==> config.mk <==
export PLATFORM = sky130hd
export DESIGN_NAME = acp_core
export DESIGN_NICKNAME = d
export VERILOG_FILES = /design/src/acp_pkg.sv /design/src/acp_core.sv
export VERILOG_INCLUDE_DIRS = /design/src /design/src/src
export SDC_FILE = /design/constraint.sdc
export NUM_CORES = 1
export LEC_CHECK = 0
export ABC_AREA = 0
export BUFFER_PORTS_ARGS = -buffer_cell sky130_fd_sc_hd__buf_2
export CORE_MARGIN = 5
export CORE_UTILIZATION = 56
export CTS_CLUSTER_SIZE = 20
export DETAILED_ROUTE_END_ITERATION = 8
export PLACE_DENSITY = 0.79
export SYNTH_ARGS = -nofsm -noshare
export SYNTH_HDL_FRONTEND = slang
export SYNTH_SLANG_ARGS = --single-unit
==> constraint.sdc <==
create_clock -name i_sys_clk -period 2.4 [get_ports i_sys_clk]
set_input_delay 0.24 -clock i_sys_clk [delete_from_list [all_inputs] [get_ports i_sys_clk]]
set_output_delay 0.24 -clock i_sys_clk [all_outputs]
set_load 0.02 [all_outputs]
==> src/acp_cfg.svh <==
`ifndef ACP_CFG_SVH
`define ACP_CFG_SVH

// ==========================================================================
// Register byte addresses
`define ACP_ADDR_RES_LOW 8'h20
`define ACP_ADDR_RES_HIGH 8'h21
`define ACP_ADDR_CTRL 8'h22
`define ACP_ADDR_CLK_SEL 8'h23
`define ACP_ADDR_IRQ_STAT 8'h24
`define ACP_ADDR_IRQ_CLR 8'h25
`define ACP_ADDR_IRQ_EN 8'h26

// ==========================================================================
// Field positions
`define ACP_CTRL_START 7
`define ACP_CTRL_BUSY 6
`define ACP_CSEL_TEST 7
`define ACP_CSEL_PCFG_MSB 5
`define ACP_CSEL_CH_MSB 4
`define ACP_CTRL_PCFG 5:3
`define ACP_CTRL_CH 2:0
`define ACP_CSEL_CLK 1:0
`define ACP_IRQ_CONV 0
`define ACP_IEN_GLOBAL 7

// ==========================================================================
// Reset values and divider settings
`define ACP_RST_BYTE 8'h00
`define ACP_CLK_DIV_2 2'h0
`define ACP_CLK_DIV_8 2'h1
`define ACP_CLK_DIV_32 2'h2
`define ACP_DIV_LIM_2 6'h02
`define ACP_DIV_LIM_8 6'h08
`define ACP_DIV_LIM_32 6'h20
`define ACP_PCFG_WIDE 4'h7

`endif

==> src/acp_pkg.sv <==
`default_nettype none
package acp_pkg;

  typedef enum logic [2:0]
  {
    ACP_IDLE = 3'b001,
    ACP_ARMED = 3'b010,
    ACP_CONV = 3'b100
  } acp_state_type;

  typedef struct packed
  {
    logic [7:0] addr;
    logic [7:0] wdata;
    logic wr;
    logic rd;
  } acp_bus_req_type;

endpackage

`default_nettype wire

==> src/acp_core.sv <==
// Operation
// - Clock/select bit 4 is the top bit of the 4-bit channel select.
// - Clock/select bit 5 is the top bit of the port configuration code.
// - Clock/select bit 6 is unimplemented and reads zero.
// - Code 0 all digital, 1-6 lowest code pins, 7-15 lowest code+1.
// - Start low-high-low; rise resets converter, following fall starts conversion.
// - Busy flag stays set during conversion; zero means complete.
// - Result appears in high and low result byte registers.
// - Clock/select value 01h selects system clock divided by eight.
// - Control value 20h makes four port B pins analog, input 0.
// - Completion sets interrupt flag; software clears and enables it.
// - Start rising sets busy flag; conversion end clears it.
// - Clock code 00 /2, 01 /8, 10 /32, 11 undefined.
// - High byte holds bits 11-4; low byte upper nibble bits 3-0.
// - Port configuration zero powers the converter down.
//
// Design decision made here: the address-and-strobe port.
`timescale 1ns/100ps
`default_nettype none
`include "acp_cfg.svh"

module acp_core
#(
  parameter int CONV_PERIODS = 16
)
(
  input wire logic i_sys_clk,
  input wire logic i_rstn,
  input wire acp_pkg::acp_bus_req_type i_bus,
  output logic [7:0] o_rdata,
  input wire logic [11:0] i_conv_data,
  output logic [3:0] o_channel,
  output logic [15:0] o_analog_en,
  output logic o_adc_power_on,
  output logic o_conv_reset,
  output logic o_irq
);
  import acp_pkg::*;

  // ========================================================================
  // Elaboration check
  generate
    if (CONV_PERIODS < 1 || CONV_PERIODS > 255)
    begin : g_bad_periods
      $error("CONV_PERIODS must lie in 1..255");
    end
  endgenerate

  localparam logic [7:0] PERIOD_LAST = 8'(CONV_PERIODS - 1);

  // ========================================================================
  // Software registers
  logic [2:0] ch_low;
  logic [2:0] pcfg_low;
  logic start;
  logic start_prev;
  logic [1:0] clk_code;
  logic ch_msb;
  logic pcfg_msb;
  logic test_bit;
  logic busy;
  logic [11:0] result;
  logic irq_flag;
  logic irq_en;
  logic global_en;
  acp_state_type state;
  logic [5:0] div_cnt;
  logic [5:0] div_lim;
  logic [7:0] period_cnt;
  logic [11:0] data_meta;
  logic [11:0] data_sync;

  wire logic wr_ctrl = i_bus.wr && (i_bus.addr == `ACP_ADDR_CTRL);
  wire logic wr_csel = i_bus.wr && (i_bus.addr == `ACP_ADDR_CLK_SEL);
  wire logic wr_clr = i_bus.wr && (i_bus.addr == `ACP_ADDR_IRQ_CLR);
  wire logic wr_ien = i_bus.wr && (i_bus.addr == `ACP_ADDR_IRQ_EN);
  wire logic [3:0] pcfg = {pcfg_msb, pcfg_low};
  wire logic start_rise = start && !start_prev;
  wire logic start_fall = !start && start_prev;
  wire logic tick = (state == ACP_CONV) && (div_cnt == div_lim - 6'h01);
  wire logic conv_done = tick && (period_cnt == PERIOD_LAST);

  always_ff @(posedge i_sys_clk or negedge i_rstn)
  begin
    if (!i_rstn)
    begin
      ch_low <= 3'h0;
      pcfg_low <= 3'h0;
      start <= 1'b0;
    end
    else if (wr_ctrl)
    begin
      ch_low <= i_bus.wdata[`ACP_CTRL_CH];
      pcfg_low <= i_bus.wdata[`ACP_CTRL_PCFG];
      start <= i_bus.wdata[`ACP_CTRL_START];
    end
  end

  // Bit 6 not stored, bit 7 kept but steers nothing
  always_ff @(posedge i_sys_clk or negedge i_rstn)
  begin
    if (!i_rstn)
    begin
      clk_code <= 2'h0;
      ch_msb <= 1'b0;
      pcfg_msb <= 1'b0;
      test_bit <= 1'b0;
    end
    else if (wr_csel)
    begin
      clk_code <= i_bus.wdata[`ACP_CSEL_CLK];
      ch_msb <= i_bus.wdata[`ACP_CSEL_CH_MSB];
      pcfg_msb <= i_bus.wdata[`ACP_CSEL_PCFG_MSB];
      test_bit <= i_bus.wdata[`ACP_CSEL_TEST];
    end
  end

  always_ff @(posedge i_sys_clk or negedge i_rstn)
  begin
    if (!i_rstn)
    begin
      start_prev <= 1'b0;
    end
    else
    begin
      start_prev <= start;
    end
  end

  // ========================================================================
  // Converter data synchroniser
  always_ff @(posedge i_sys_clk or negedge i_rstn)
  begin
    if (!i_rstn)
    begin
      data_meta <= 12'h000;
      data_sync <= 12'h000;
    end
    else
    begin
      data_meta <= i_conv_data;
      data_sync <= data_meta;
    end
  end

  // ========================================================================
  // Conversion sequencer
  always_ff @(posedge i_sys_clk or negedge i_rstn)
  begin
    if (!i_rstn)
    begin
      state <= ACP_IDLE;
    end
    else
    begin
      case (state)
        ACP_IDLE: if (start_rise) state <= ACP_ARMED;
        ACP_ARMED: if (start_fall) state <= ACP_CONV;
        ACP_CONV:
        begin
          if (start_rise)
            state <= ACP_ARMED;
          else if (conv_done)
            state <= ACP_IDLE;
        end
        default: state <= ACP_IDLE;
      endcase
    end
  end

  // Divider limit latched at conversion start
  always_ff @(posedge i_sys_clk or negedge i_rstn)
  begin
    if (!i_rstn)
    begin
      div_lim <= `ACP_DIV_LIM_32;
    end
    else if (state == ACP_ARMED && start_fall)
    begin
      case (clk_code)
        `ACP_CLK_DIV_2: div_lim <= `ACP_DIV_LIM_2;
        `ACP_CLK_DIV_8: div_lim <= `ACP_DIV_LIM_8;
        `ACP_CLK_DIV_32: div_lim <= `ACP_DIV_LIM_32;
        default: div_lim <= `ACP_DIV_LIM_32;
      endcase
    end
  end

  always_ff @(posedge i_sys_clk or negedge i_rstn)
  begin
    if (!i_rstn)
    begin
      div_cnt <= 6'h00;
      period_cnt <= 8'h00;
    end
    else if (state != ACP_CONV)
    begin
      div_cnt <= 6'h00;
      period_cnt <= 8'h00;
    end
    else if (tick)
    begin
      div_cnt <= 6'h00;
      period_cnt <= period_cnt + 8'h01;
    end
    else
    begin
      div_cnt <= div_cnt + 6'h01;
    end
  end

  always_ff @(posedge i_sys_clk or negedge i_rstn)
  begin
    if (!i_rstn)
    begin
      busy <= 1'b0;
    end
    else if (start_rise)
    begin
      busy <= 1'b1;
    end
    else if (conv_done)
    begin
      busy <= 1'b0;
    end
  end

  always_ff @(posedge i_sys_clk or negedge i_rstn)
  begin
    if (!i_rstn)
    begin
      result <= 12'h000;
    end
    else if (conv_done && !start_rise)
    begin
      result <= data_sync;
    end
  end

  // ========================================================================
  // Interrupt, set wins over clear
  always_ff @(posedge i_sys_clk or negedge i_rstn)
  begin
    if (!i_rstn)
    begin
      irq_flag <= 1'b0;
    end
    else if (conv_done && !start_rise)
    begin
      irq_flag <= 1'b1;
    end
    else if (wr_clr && i_bus.wdata[`ACP_IRQ_CONV])
    begin
      irq_flag <= 1'b0;
    end
  end

  always_ff @(posedge i_sys_clk or negedge i_rstn)
  begin
    if (!i_rstn)
    begin
      irq_en <= 1'b0;
      global_en <= 1'b0;
    end
    else if (wr_ien)
    begin
      irq_en <= i_bus.wdata[`ACP_IRQ_CONV];
      global_en <= i_bus.wdata[`ACP_IEN_GLOBAL];
    end
  end

  always_ff @(posedge i_sys_clk or negedge i_rstn)
  begin
    if (!i_rstn)
    begin
      o_irq <= 1'b0;
    end
    else
    begin
      o_irq <= irq_flag && irq_en && global_en;
    end
  end

  // ========================================================================
  // Pin configuration and converter controls
  wire logic [4:0] analog_count = (pcfg >= `ACP_PCFG_WIDE) ? {1'b0, pcfg} + 5'h01
                                                          : {1'b0, pcfg};

  genvar pin;
  generate
    for (pin = 0; pin < 16; pin++)
    begin : g_pin
      always_ff @(posedge i_sys_clk or negedge i_rstn)
      begin
        if (!i_rstn)
          o_analog_en[pin] <= 1'b0;
        else
          o_analog_en[pin] <= (5'(pin) < analog_count);
      end
    end
  endgenerate

  always_ff @(posedge i_sys_clk or negedge i_rstn)
  begin
    if (!i_rstn)
    begin
      o_channel <= 4'h0;
      o_adc_power_on <= 1'b0;
      o_conv_reset <= 1'b0;
    end
    else
    begin
      o_channel <= {ch_msb, ch_low};
      o_adc_power_on <= (pcfg != 4'h0);
      o_conv_reset <= (state == ACP_ARMED);
    end
  end

  // ========================================================================
  // Read port
  always_ff @(posedge i_sys_clk or negedge i_rstn)
  begin
    if (!i_rstn)
    begin
      o_rdata <= `ACP_RST_BYTE;
    end
    else if (!i_bus.rd)
    begin
      o_rdata <= `ACP_RST_BYTE;
    end
    else
    begin
      case (i_bus.addr)
        `ACP_ADDR_RES_LOW: o_rdata <= {result[3:0], 4'h0};
        `ACP_ADDR_RES_HIGH: o_rdata <= result[11:4];
        `ACP_ADDR_CTRL: o_rdata <= {start, busy, pcfg_low, ch_low};
        `ACP_ADDR_CLK_SEL: o_rdata <= {test_bit, 1'b0, pcfg_msb, ch_msb, 2'h0, clk_code};
        `ACP_ADDR_IRQ_STAT: o_rdata <= {7'h00, irq_flag};
        `ACP_ADDR_IRQ_EN: o_rdata <= {global_en, 6'h00, irq_en};
        default: o_rdata <= `ACP_RST_BYTE;
      endcase
    end
  end
endmodule // acp_core

`default_nettype wire

* Word level (Yosys, flattened, before mapping)
Cells that the tools add are included.
** Word-level totals
- Register bits after elaboration :: 107
- Input bits :: 32
- Output and inout port bits :: 31
- Logic and storage cells :: 117
** Operators by class
- Add/sub/neg operators :: 4
- $lt $le $gt $ge :: 17
- Eq/ne operators :: 17
- Muxes and demuxes :: 17
- Reduce and logical (&&, ||, !) cells :: 22
** Operator list (number)
- $eq A8 B6 Y1 const B :: 7
- $pmux W8 S6 :: 1
- $lt A4 B5 Y1 const A :: 8
- $mux W8 :: 3
- $lt A3 B5 Y1 const A :: 4
- $logic_and A1 B1 Y1 :: 13
- $mux W3 :: 4
- $mux W6 :: 2
- $pmux W6 S2 :: 1
- $lt A1 B5 Y1 const A :: 2
- $lt A2 B5 Y1 const A :: 2
- $pmux W3 S3 :: 1
- $add A8 B1 Y8 const B :: 1
- $eq A8 B4 Y1 const B :: 1
- $add A6 B1 Y6 const B :: 1
- $eq A6 B6 Y1 :: 1
- $ne A3 B3 Y1 const B :: 2
- $reduce_bool A2 Y1 :: 3
- $sub A6 B1 Y6 const B :: 1
- $add A4 B1 Y5 const B :: 1
- $mux W5 :: 1
- $ge A4 B3 Y1 const B :: 1
- $mux W1 :: 4
- $ne A2 B2 Y1 const B :: 2
- 8 further kinds :: 10

* Depth between registers and ports, before layout
Gate-level depths: netlist (run 1).
- Word-level depth :: 7
- Mapped depth :: 7
- Depth with buffers taken out :: 6

* Least setup slack after synthesis (run 1)
OpenSTA, ideal clock, no wires.
- Path type :: register to register
- Start :: register div_lim[1]
- End :: register result[10]
- Arrival time :: 1974 ps
- Slack :: 301 ps
- Cell stages (with the launch flop) :: 8
- Buffers on the path :: 1
- Period minus slack after synthesis :: 2099 ps
- Cells stage by stage :: dfrtp_1 inv_1 ha_1 xor2_1 o211ai_2 nor4_4 buf_6 mux2_2
** On the way
- Cells in the longest elaborated chain, start to end :: 5
** Ends and longest elaborated chain
- start: declaration :: line acp_core.sv:68 : logic [5:0] div_lim;
- start signal: assignment :: line acp_core.sv:176 : div_lim <= `ACP_DIV_LIM_32;
- start signal: assignment :: line acp_core.sv:181 : `ACP_CLK_DIV_2: div_lim <= `ACP_DIV_LIM_2;
- start signal: assignment :: line acp_core.sv:182 : `ACP_CLK_DIV_8: div_lim <= `ACP_DIV_LIM_8;
- $sub A6 B1 Y6 :: line acp_core.sv:80 : wire logic tick = (state == ACP_CONV) && (div_cnt == div_lim - 6'h01);
- $eq A6 B6 Y1 :: line acp_core.sv:80
- $logic_and A1 B1 Y1 :: line acp_core.sv:80
- $logic_and A1 B1 Y1 :: line acp_core.sv:81 : wire logic conv_done = tick && (period_cnt == PERIOD_LAST);
- $logic_and A1 B1 Y1 :: line acp_core.sv:234 : else if (conv_done && !start_rise)
- end signal: assignment :: line acp_core.sv:236 : result <= data_sync;
- end: declaration :: line acp_core.sv:62 : logic [11:0] result;
No other way between the ends.
A chain may end at the register's enable or synchronous reset.

* Worst setup path in the final report (run 1)
- Start :: register div_lim[1]
- End :: register result[8]
The elaborated chain is that of the path after synthesis.

==> results of run 1 <==
==> cells by family (layout without fill, tap and decap cells) <==
group / after synthesis / in the layout / synth area share (%)
flops: 104 / 104 / 63.73
simple gates: 90 / 90 / 12.61
buf+inv: 24 / 106 / 2.418
fa+ha+maj: 5 / 5 / 1.530
compound gates: 52 / 52 / 7.591
xor+xnor: 7 / 7 / 1.500
mux: 36 / 36 / 10.62
==> power groups by stage <==
stage	Sequential, W	Clock, W	Combinational, W
floorplan	0.00189	0	0.0000715
global route	0.00185	0.00113	0.000232
global placement	0.00188	0	0.000189
CTS	0.00185	0.00105	0.000212
detailed placement	0.00188	0	0.000194
finish	0.00185	0.00102	0.000208
==> registers in the layout, indices dropped and copies added (netlist names), 2 cells and up <==
register and cells:
ch_low 3, clk_code 2, data_meta 12, data_sync 12, div_cnt 6, div_lim 3, o_analog_en 16, o_channel 4
o_rdata 8, pcfg_low 3, period_cnt 8, result 12, state 3
==> routing by layer <==
layer | wire (µm) | vias to the layer above | GRT usage [%]
li1 | - | 1278 | -
met1 | 3146 | 1306 | 23.92
met2 | 3909 | 72 | 30.50
met3 | 404 | 10 | 5.130
met4 | 97 | 0 | 5.332
met5 | 0 | - | 0
==> final cells by class <==
type | count | area [µm²] | area share (%)
clock buffers | 10 | 127.6 | 2.642
clock inverters | 6 | 57.56 | 1.191
inverters | 10 | 37.54 | 0.7770
multi-input cells | 190 | 1384 | 28.65
flip-flops and latches | 104 | 2605 | 53.92
well taps | 99 | 123.9 | 2.564
repair buffers | 80 | 495.5 | 10.26
==> synthesized netlist by cell type, types with 3 or more instances <==
master / instances
inv_1: 10
and3_1: 4
mux2i_1: 4
nor2b_1: 4
nor3b_1: 5
a22oi_1: 4
nand3_1: 10
or4_1: 5
o21ai_0: 14
dfrtp_1: 102
o31ai_1: 7
a21oi_1: 19
nand2b_1: 6
ha_1: 5
or2_2: 3
mux4_2: 3
xnor2_1: 4
nor3_1: 7
xor2_1: 3
clkbuf_1: 12
nor2_1: 14
mux2_2: 29
nand2_1: 16
==> cell usage in the layout (no fill, tap or decap), drive strengths merged, types with 10 or more instances in the layout <==
cell type and count:
nor2 14, o21ai 14, dfrtp 102, mux2 29
dlygate4sd3 13, nand3 10, inv 15, clkbuf 10
nand2 16, buf 67, a21oi 19
==> how the worst min path moves through the flow <==
stage / start / slack, ns / endpoint / cells past startpoint
after floorplan: i_rstn / -0.06 / busy$_DFFE_PN0P_ / 0
after global placement: i_rstn / 0.23 / irq_flag$_DFFE_PN0P_ / 1
after detailed placement: i_rstn / 0.24 / irq_en$_DFFE_PN0P_ / 1
after CTS: i_bus[4] / 0.09 / ch_low[2]$_DFFE_PN0P_ / 2
after global routing: i_bus[4] / 0.08 / ch_low[2]$_DFFE_PN0P_ / 2
final: i_bus[4] / 0.1 / ch_low[2]$_DFFE_PN0P_ / 2
==> stage by stage <==
| stage | total power (W) | setup WS, ns | hold slack [ns] |
|---|---|---|---|
| floorplan | 0.001963 | 0.3013 | -0.05559 |
| global placement | 0.002065 | 0.3861 | 0.2287 |
| detailed placement | 0.002074 | 0.3051 | 0.2352 |
| CTS | 0.003105 | 0.2778 | 0.08949 |
| global route | 0.003216 | 0.1741 | 0.08077 |
| finish | 0.003074 | 0.2907 | 0.09942 |
==> results.txt, run 1 <==
outcome -> finished, final reports clean
Tightest Hold Check Type -> primary input to register
layout cell share with drive strength beyond 1 -> 30.75%
slew margin rel. -> 67.18%
crit path time final -> 2.109 ns
# fillers -> 530
R2R cell count -> 7
startpoint types -> register
post-route ant nets -> 0
Switch Pwr -> 0.0007697 W
overall die width -> 95.44 µm
Synth warnings -> 0
RSZ-0062 raised after global routing -> no
maximum clock insertion buffer count -> 2
Finished Core Util -> 67.32%
worst path buffer plus inverter count -> 2
Reg-to-Reg Start -> div_lim[1]$_DFFE_PN0P_
Crit path depth -> 7
largest cells by area after synthesis -> dfrtp_1 (62%), mux2_2 (8.0%), a21oi_1 (2.3%), o21ai_0 (1.7%), mux4_2 (1.7%)
nets -> 432
hold buffer count at cts -> 13
number of synthesized flops with an enable pin -> 0
Gate power share -> 6.8%
Initial Util -> 56.97%
DRT Pass-1 Iters -> 4
FF-to-FF setup slack -> 0.29 ns
Yosys cell types -> 43
detailed placement HPWL -> 5.152 mm
post-synthesis cell count -> 318
Final Cycle Share -> 87.89%
Power Density -> 636.3 nW/µm²
Mean Syn Cell Area -> 12.85 µm²
via-per-instance ratio -> 5.343
number of H-tree levels -> 3
post-synth top area cell -> dfrtp_1
Die Span Y -> 95.44 µm
placed inst area -> 4516 µm²
crit path capture type -> register
Setup crit start -> div_lim[1]$_DFFE_PN0P_
via count -> 2666
input/output buffers -> 61
Worst Path Max Fanout -> 15
CTS resizes -> 0
Seq/Total Area, Yosys -> 63.73%
design area -> 4831 µm²
TritonCTS Buffers -> 9
Critical R2R Capture -> result[8]$_DFFE_PN0P_
Inst Count DP -> 470
CTS Root Cell -> clkbuf_8
Worst-Margin Slew -> 0.4923 ns
first-pass GRT wire length -> 12.70 mm
final non-filler cell total -> 499
Int Pwr -> 0.002304 W
Max Cap Viol -> 0
Setup Viol. Count Final -> 0
Clk pwr share -> 33.2%
initial antenna violation count -> 0
Clk Latency, worst-skew pair -> 0.37 ns
Final Hold Viols -> 0
DIE AREA -> 9108 µm²
maximum vdd drop -> 554.9 µV
critical path class -> register to register
largest net degree at the start of global routing -> 69
CP delay by family, top -> flip-flops
total track usage -> 18.43%
leakage power -> 2.343 nW
vias in the first global route -> 2665
clock skew -> 0.006798 ns
CTS tree -> built
crit path max-delay cell type -> dfrtp_1
Syn Nets -> 355
count of pins over their slew limit -> 0
crit-path max cell delay -> 0.40 ns
Critical Path AT -> 2.36 ns
Async SR Flop Fraction -> 100.0%
number of antenna diodes -> 0
setup bufs post-CTS -> 0
final wirelength -> 7.557 mm
drt initial violations -> 123
Max Fclk -> 474.1 MHz
clock-pin slew on the worst setup and hold paths -> 0.10 ns
IO Count -> 63
clk sinks -> 104
Residual DRC -> 0
CP endpoint -> result[8]$_DFFE_PN0P_
Seq pwr share -> 60.0%
Fin Setup TNS -> 0 ns
wire per inst -> 15.14 µm
P&R area growth vs syn -> 18.18%
worst-path cell chain -> inv_1 -> ha_1 -> xor2_1 -> o211ai_2 -> nor4_4 -> buf_4 -> mux2_2
CP required -> 2.65 ns
top_reg_cell synth -> dfrtp_1
core area -> 7176 µm²
GP Congestion -> 0.7892
Switching Share -> 25.04%
flops & latches, synth -> 104
top-area cell type share of the netlist area -> 62.44%
Rows -> 31
GRT overflow -> 0
Netlist Area Pre-Place -> 4088 µm²
Note: power is estimated with default switching activity, not from simulation.
==> run 2, diff against run 1 <==
--- a/config.mk
+++ b/config.mk
@@ -8,6 +8,7 @@
 export LEC_CHECK = 0
 export ABC_AREA = 0
 export BUFFER_PORTS_ARGS = -buffer_cell sky130_fd_sc_hd__buf_2
+export CAP_MARGIN = 25
 export CORE_MARGIN = 5
 export CORE_UTILIZATION = 56
 export CTS_CLUSTER_SIZE = 20
==> constraint.sdc (replaced) <==
create_clock -name i_sys_clk -period 2.4 [get_ports i_sys_clk]
set_input_delay 0.12 -clock i_sys_clk [delete_from_list [all_inputs] [get_ports i_sys_clk]]
set_output_delay 0.12 -clock i_sys_clk [all_outputs]
set_load 0.02 [all_outputs]
==> results.txt, run 2 (synthesis results as in run 1) <==
number of H-tree levels -> 3 (unchanged)
Finished Core Util -> 68.37% (was 67.32%)
Die Span Y -> 95.44 µm (unchanged)
TritonCTS Buffers -> 9 (unchanged)
maximum clock insertion buffer count -> 2 (unchanged)
Rows -> 31 (unchanged)
worst hold stages -> 2 (unchanged)
total track usage -> 18.45% (was 18.43%)
core area -> 7176 µm² (unchanged)
GP Congestion -> 0.7815 (was 0.7892)
WHS Endpoint -> test_bit$_DFFE_PN0P_ (was ch_low[2]$_DFFE_PN0P_)
Reg-to-Reg Start -> div_lim[1]$_DFFE_PN0P_ (unchanged)
Power Density -> 639.7 nW/µm² (was 636.3 nW/µm²)
Critical R2R Capture -> result[10]$_DFFE_PN0P_ (was result[8]$_DFFE_PN0P_)
leakage power -> 2.375 nW (was 2.343 nW)
Crit path depth -> 7 (unchanged)
Final Cycle Share -> 87.63% (was 87.89%)
via-per-instance ratio -> 5.353 (was 5.343)
Final Hold Viols -> 0 (unchanged)
Largest register FFs -> 16 (unchanged)
Initial Util -> 56.97% (unchanged)
most frequent cells in the layout -> dfrtp_1 (102), buf_2 (60), mux2_2 (29) (unchanged)
overall die width -> 95.44 µm (unchanged)
hold buffer count at cts -> 18 (was 13)
R2R cell count -> 7 (unchanged)
RSZ-0062 raised after global routing -> no (unchanged)
largest reg by FF count -> o_analog_en (unchanged)
input/output buffers -> 61 (unchanged)
initial antenna violation count -> 0 (unchanged)
crit path capture type -> register (unchanged)
Fin Setup TNS -> 0 ns (unchanged)
DIE AREA -> 9108 µm² (unchanged)
design area -> 4906 µm² (was 4831 µm²)
vias in the first global route -> 2696 (was 2665)
nets -> 437 (was 432)
Max Cap Viol -> 0 (unchanged)
P&R area growth vs syn -> 20.02% (was 18.18%)
critical path class -> register to register (unchanged)
clock skew -> 0.01156 ns (was 0.006798 ns)
CTS tree -> built (unchanged)
hold path start -> i_bus[9] (was i_bus[4])
IO Count -> 63 (unchanged)
startpoint types -> register (unchanged)
Critical Path AT -> 2.36 ns (about the same)
FF-to-FF setup slack -> 0.30 ns (was 0.29 ns)
via count -> 2698 (was 2666)
clk sinks -> 104 (unchanged)
outcome -> finished, final reports clean (unchanged)
DRT Pass-1 Iters -> 4 (unchanged)
placed inst area -> 4516 µm² (unchanged)
first-pass GRT wire length -> 12.75 mm (was 12.70 mm)
crit path time final -> 2.103 ns (was 2.109 ns)
layout cell share with drive strength beyond 1 -> 30.62% (was 30.75%)
worst-path cell chain -> inv_1 -> ha_1 -> xor2_1 -> o211ai_2 -> nor4_4 -> buf_4 -> mux2_2 (unchanged)
crit path max-delay cell type -> dfrtp_1 (unchanged)
Max Fclk -> 475.5 MHz (was 474.1 MHz)
maximum vdd drop -> 535.3 µV (was 554.9 µV)
wire per inst -> 15.14 µm (about the same)
Setup Viol. Count Final -> 0 (unchanged)
number of antenna diodes -> 0 (unchanged)
worst path buffer plus inverter count -> 2 (unchanged)
clock-pin slew on the worst setup and hold paths -> 0.10 ns (about the same)
final wirelength -> 7.632 mm (was 7.557 mm)
drt initial violations -> 61 (was 123)
CP required -> 2.66 ns (was 2.65 ns)
crit-path max cell delay -> 0.39 ns (was 0.40 ns)
Worst Path Max Fanout -> 15 (unchanged)
count of pins over their slew limit -> 0 (unchanged)
CTS resizes -> 0 (unchanged)
slew margin rel. -> 64.99% (was 67.18%)
CP delay by family, top -> flip-flops (unchanged)
largest net degree at the start of global routing -> 63 (was 69)
setup bufs post-CTS -> 0 (unchanged)
GRT overflow -> 0 (unchanged)
post-route ant nets -> 0 (unchanged)
Tightest Hold Check Type -> primary input to register (unchanged)
CTS Root Cell -> clkbuf_8 (unchanged)
Worst-Margin Slew -> 0.5252 ns (was 0.4923 ns)
detailed placement HPWL -> 5.090 mm (was 5.152 mm)
commonest non-fill, non-tap cell in the layout -> dfrtp_1 (unchanged)
Residual DRC -> 0 (unchanged)
Clk Latency, worst-skew pair -> 0.36 ns (was 0.37 ns)
## run 2: changes by cell type in the layout (fill, tap and decap cells not counted)
cell	previous run	this run
clkbuf_1	1	0
dlygate4sd3_1	13	18
inv_6	3	1
clkinv_8	0	2
clkbuf_8	9	10
## run 2: how the worst max path moves through the flow
stage | start | to | slack, ns
2_1_floorplan | div_lim[1]$_DFFE_PN0P_ | result[10]$_DFFE_PN0P_ | 0.30
3_3_place_gp | div_lim[1]$_DFFE_PN0P_ | result[6]$_DFFE_PN0P_ | 0.39
3_5_place_dp | div_lim[1]$_DFFE_PN0P_ | result[10]$_DFFE_PN0P_ | 0.30
4_1_cts | div_lim[1]$_DFFE_PN0P_ | result[10]$_DFFE_PN0P_ | 0.29
5_1_grt | div_lim[1]$_DFFE_PN0P_ | result[8]$_DFFE_PN0P_ | 0.19
6_report | div_lim[1]$_DFFE_PN0P_ | result[10]$_DFFE_PN0P_ | 0.30
## run 2: per-layer routing
metal | wire, µm | vias up | GRT usage (%)
met5 | 0 | - | 0
met4 | 88 | 0 | 6.517
met3 | 384 | 6 | 5.130
met2 | 3976 | 65 | 30.38
met1 | 3182 | 1335 | 23.57
li1 | - | 1292 | -
## run 2: report_power, final
| part | internal, W | switching, W | total [W] |
|---|---|---|---|
| clock network | 0.000443 | 0.000636 | 0.00108 |
| logic | 0.0000930 | 0.000122 | 0.000215 |
| registers | 0.00181 | 0.0000329 | 0.00184 |
## run 2: layout make-up
type | instances | area, µm²
tap | 99 | 123.9
fill | 515 | 2270
clock buffer | 10 | 137.6
clock inverter | 6 | 72.57
timing repair buffer | 85 | 545.5
sequential | 104 | 2605
multi-input combinational | 190 | 1384
inverter | 10 | 37.54
## run 2: through the flow
| stage | total power, W | setup slack, ns | hold slack, ns | std cells |
|---|---|---|---|---|
| 2_1_floorplan | 0.001963 | 0.3013 | -0.1756 | 318 |
| 3_3_place_gp | 0.002065 | 0.3949 | 0.1302 | 470 |
| 5_1_grt | 0.003282 | 0.1927 | 0.03179 | 504 |
| 4_1_cts | 0.003174 | 0.2875 | 0.01564 | 504 |
| 3_5_place_dp | 0.002072 | 0.2968 | 0.1328 | 470 |
| 6_report | 0.003138 | 0.2968 | 0.03476 | 504 |
==> run 3, diff against run 2 <==
--- a/config.mk
+++ b/config.mk
@@ -14,6 +14,7 @@
 export CTS_CLUSTER_SIZE = 20
 export DETAILED_ROUTE_END_ITERATION = 8
 export PLACE_DENSITY = 0.79
+export RECOVER_POWER = 25
 export SYNTH_ARGS = -nofsm -noshare
 export SYNTH_HDL_FRONTEND = slang
 export SYNTH_SLANG_ARGS = --single-unit
==> results.txt, run 3 (synthesis results as in run 1) <==
outcome -> finished, final reports clean (unchanged)
final wirelength -> 7.607 mm (was 7.632 mm)
via-per-instance ratio -> 5.335 (was 5.353)
number of antenna diodes -> 0 (unchanged)
final setup margin -> 0.2969 ns (was 0.2968 ns)
count of pins over their slew limit -> 0 (unchanged)
leakage power -> 2.369 nW (was 2.375 nW)
largest net degree at the start of global routing -> 63 (unchanged)
Rows -> 31 (unchanged)
first-pass GRT wire length -> 12.75 mm (unchanged)
clk sinks -> 104 (unchanged)
drt initial violations -> 59 (was 61)
Final Hold Viols -> 0 (unchanged)
overall die width -> 95.44 µm (unchanged)
largest reg by FF count -> o_analog_en (unchanged)
setup bufs post-CTS -> 0 (unchanged)
Worst Path Max Fanout -> 15 (unchanged)
IO Count -> 63 (unchanged)
commonest non-fill, non-tap cell in the layout -> dfrtp_1 (unchanged)
maximum clock insertion buffer count -> 2 (unchanged)
startpoint types -> register (unchanged)
P&R area growth vs syn -> 19.90% (was 20.02%)
slew margin rel. -> 32.36% (was 64.99%)
Tightest Hold Check Type -> primary input to register (unchanged)
detailed placement HPWL -> 5.090 mm (unchanged)
Max Cap Viol -> 0 (unchanged)
Critical Path AT -> 2.36 ns (about the same)
layout cell share with drive strength beyond 1 -> 30.12% (was 30.62%)
Clk Latency, worst-skew pair -> 0.36 ns (about the same)
Final Cycle Share -> 87.63% (about the same)
CTS resizes -> 0 (unchanged)
clock skew -> 0.01162 ns (was 0.01156 ns)
CP required -> 2.66 ns (about the same)
GRT overflow -> 0 (unchanged)
initial antenna violation count -> 0 (unchanged)
nets -> 437 (unchanged)
TritonCTS Buffers -> 9 (unchanged)
Residual DRC -> 0 (unchanged)
Max Fclk -> 475.5 MHz (about the same)
Die Span Y -> 95.44 µm (unchanged)
GP Congestion -> 0.7815 (unchanged)
crit path time final -> 2.103 ns (about the same)
DRT Pass-1 Iters -> 4 (unchanged)
DIE AREA -> 9108 µm² (unchanged)
maximum vdd drop -> 535.4 µV (was 535.3 µV)
wire per inst -> 15.09 µm (was 15.14 µm)
clock-pin slew on the worst setup and hold paths -> 0.10 ns (about the same)
CTS Root Cell -> clkbuf_8 (unchanged)
Initial Util -> 56.97% (unchanged)
via count -> 2689 (was 2698)
# fillers -> 517 (was 515)
Worst-Margin Slew -> 1.015 ns (was 0.5252 ns)
hold buffer count at cts -> 18 (unchanged)
Power Density -> 640.1 nW/µm² (was 639.7 nW/µm²)
FF-to-FF setup slack -> 0.30 ns (about the same)
RSZ-0062 raised after global routing -> no (unchanged)
CTS tree -> built (unchanged)
Setup Viol. Count Final -> 0 (unchanged)
number of H-tree levels -> 3 (unchanged)
Largest register FFs -> 16 (unchanged)
most frequent cells in the layout -> dfrtp_1 (102), buf_2 (58), mux2_2 (29) (was dfrtp_1 (102), buf_2 (60), mux2_2 (29))
Min Hold Slack -> 0.03469 ns (was 0.03476 ns)
critical path class -> register to register (unchanged)
core area -> 7176 µm² (unchanged)
input/output buffers -> 61 (unchanged)
post-route ant nets -> 0 (unchanged)
total track usage -> 18.45% (unchanged)
Fin Setup TNS -> 0 ns (unchanged)
Finished Core Util -> 68.30% (was 68.37%)
worst slack, placed -> 0.2968 ns (unchanged)
crit path capture type -> register (unchanged)
vias in the first global route -> 2696 (unchanged)
-- run 3: cell count changes in the layout (fill, tap and decap cells not counted) --
cell,delta
buf_2,-2
clkbuf_1,+2
buf_4,-1
clkbuf_2,+1
-- run 3: worst paths after layout --
path,start,end,cells past startpoint
setup reg to reg,div_lim[1]$_DFFE_PN0P_,result[10]$_DFFE_PN0P_,7
setup / recovery,div_lim[1]$_DFFE_PN0P_,result[10]$_DFFE_PN0P_,7
max in group asynchronous,i_rstn,div_lim[5]$_DFFE_PN1P_,3
hold reg to reg,data_meta[9]$_DFF_PN0_,data_sync[9]$_DFF_PN0_,0
min in group asynchronous,i_rstn,o_channel[0]$_DFF_PN0_,2
hold / removal,i_bus[9],test_bit$_DFFE_PN0P_,2
-- run 3: per-stage QoR --
step	std cells	area (µm²)	total power, W
final	504	4901	0.003137
after global routing	504	4901	0.003282
after CTS	504	4906	0.003174
after detailed placement	470	4516	0.002072
after global placement	470	4516	0.002065
after floorplan	318	4088	0.001963
-- run 3: metal layers --
metal	share of wire [%]	up-vias	track usage, %	wire length (µm)
met3	4.9	6	5.130	372
met1	42	1328	23.57	3171
met5	0	-	0	0
met4	1.2	0	6.517	88
li1	-	1293	-	-
met2	52	62	30.38	3975
-- run 3: report_power, final --
group          internal [W]  leakage [nW]  switching (W)
sequential          0.00181          1.38      0.0000329
combinational     0.0000921         0.882       0.000122
clock              0.000443         0.106       0.000636
-- run 3: layout make-up --
type	instances	area (µm²)	share of cell area, %
Timing Repair Buffer	85	540.5	11.03
Tap cell	99	123.9	2.527
Inverter	10	37.54	0.7659
Clock inverter	6	72.57	1.481
Multi-Input combinational cell	190	1384	28.24
Clock buffer	10	137.6	2.808
Sequential cell	104	2605	53.15
-- run 3: worst max-delay path: stages (launching register included) --
cell	delay (ns)
dfrtp_1	0.39
inv_1	0.06
ha_1	0.30
xor2_1	0.18
o211ai_2	0.15
nor4_4	0.29
buf_4	0.28
mux2_2	0.36
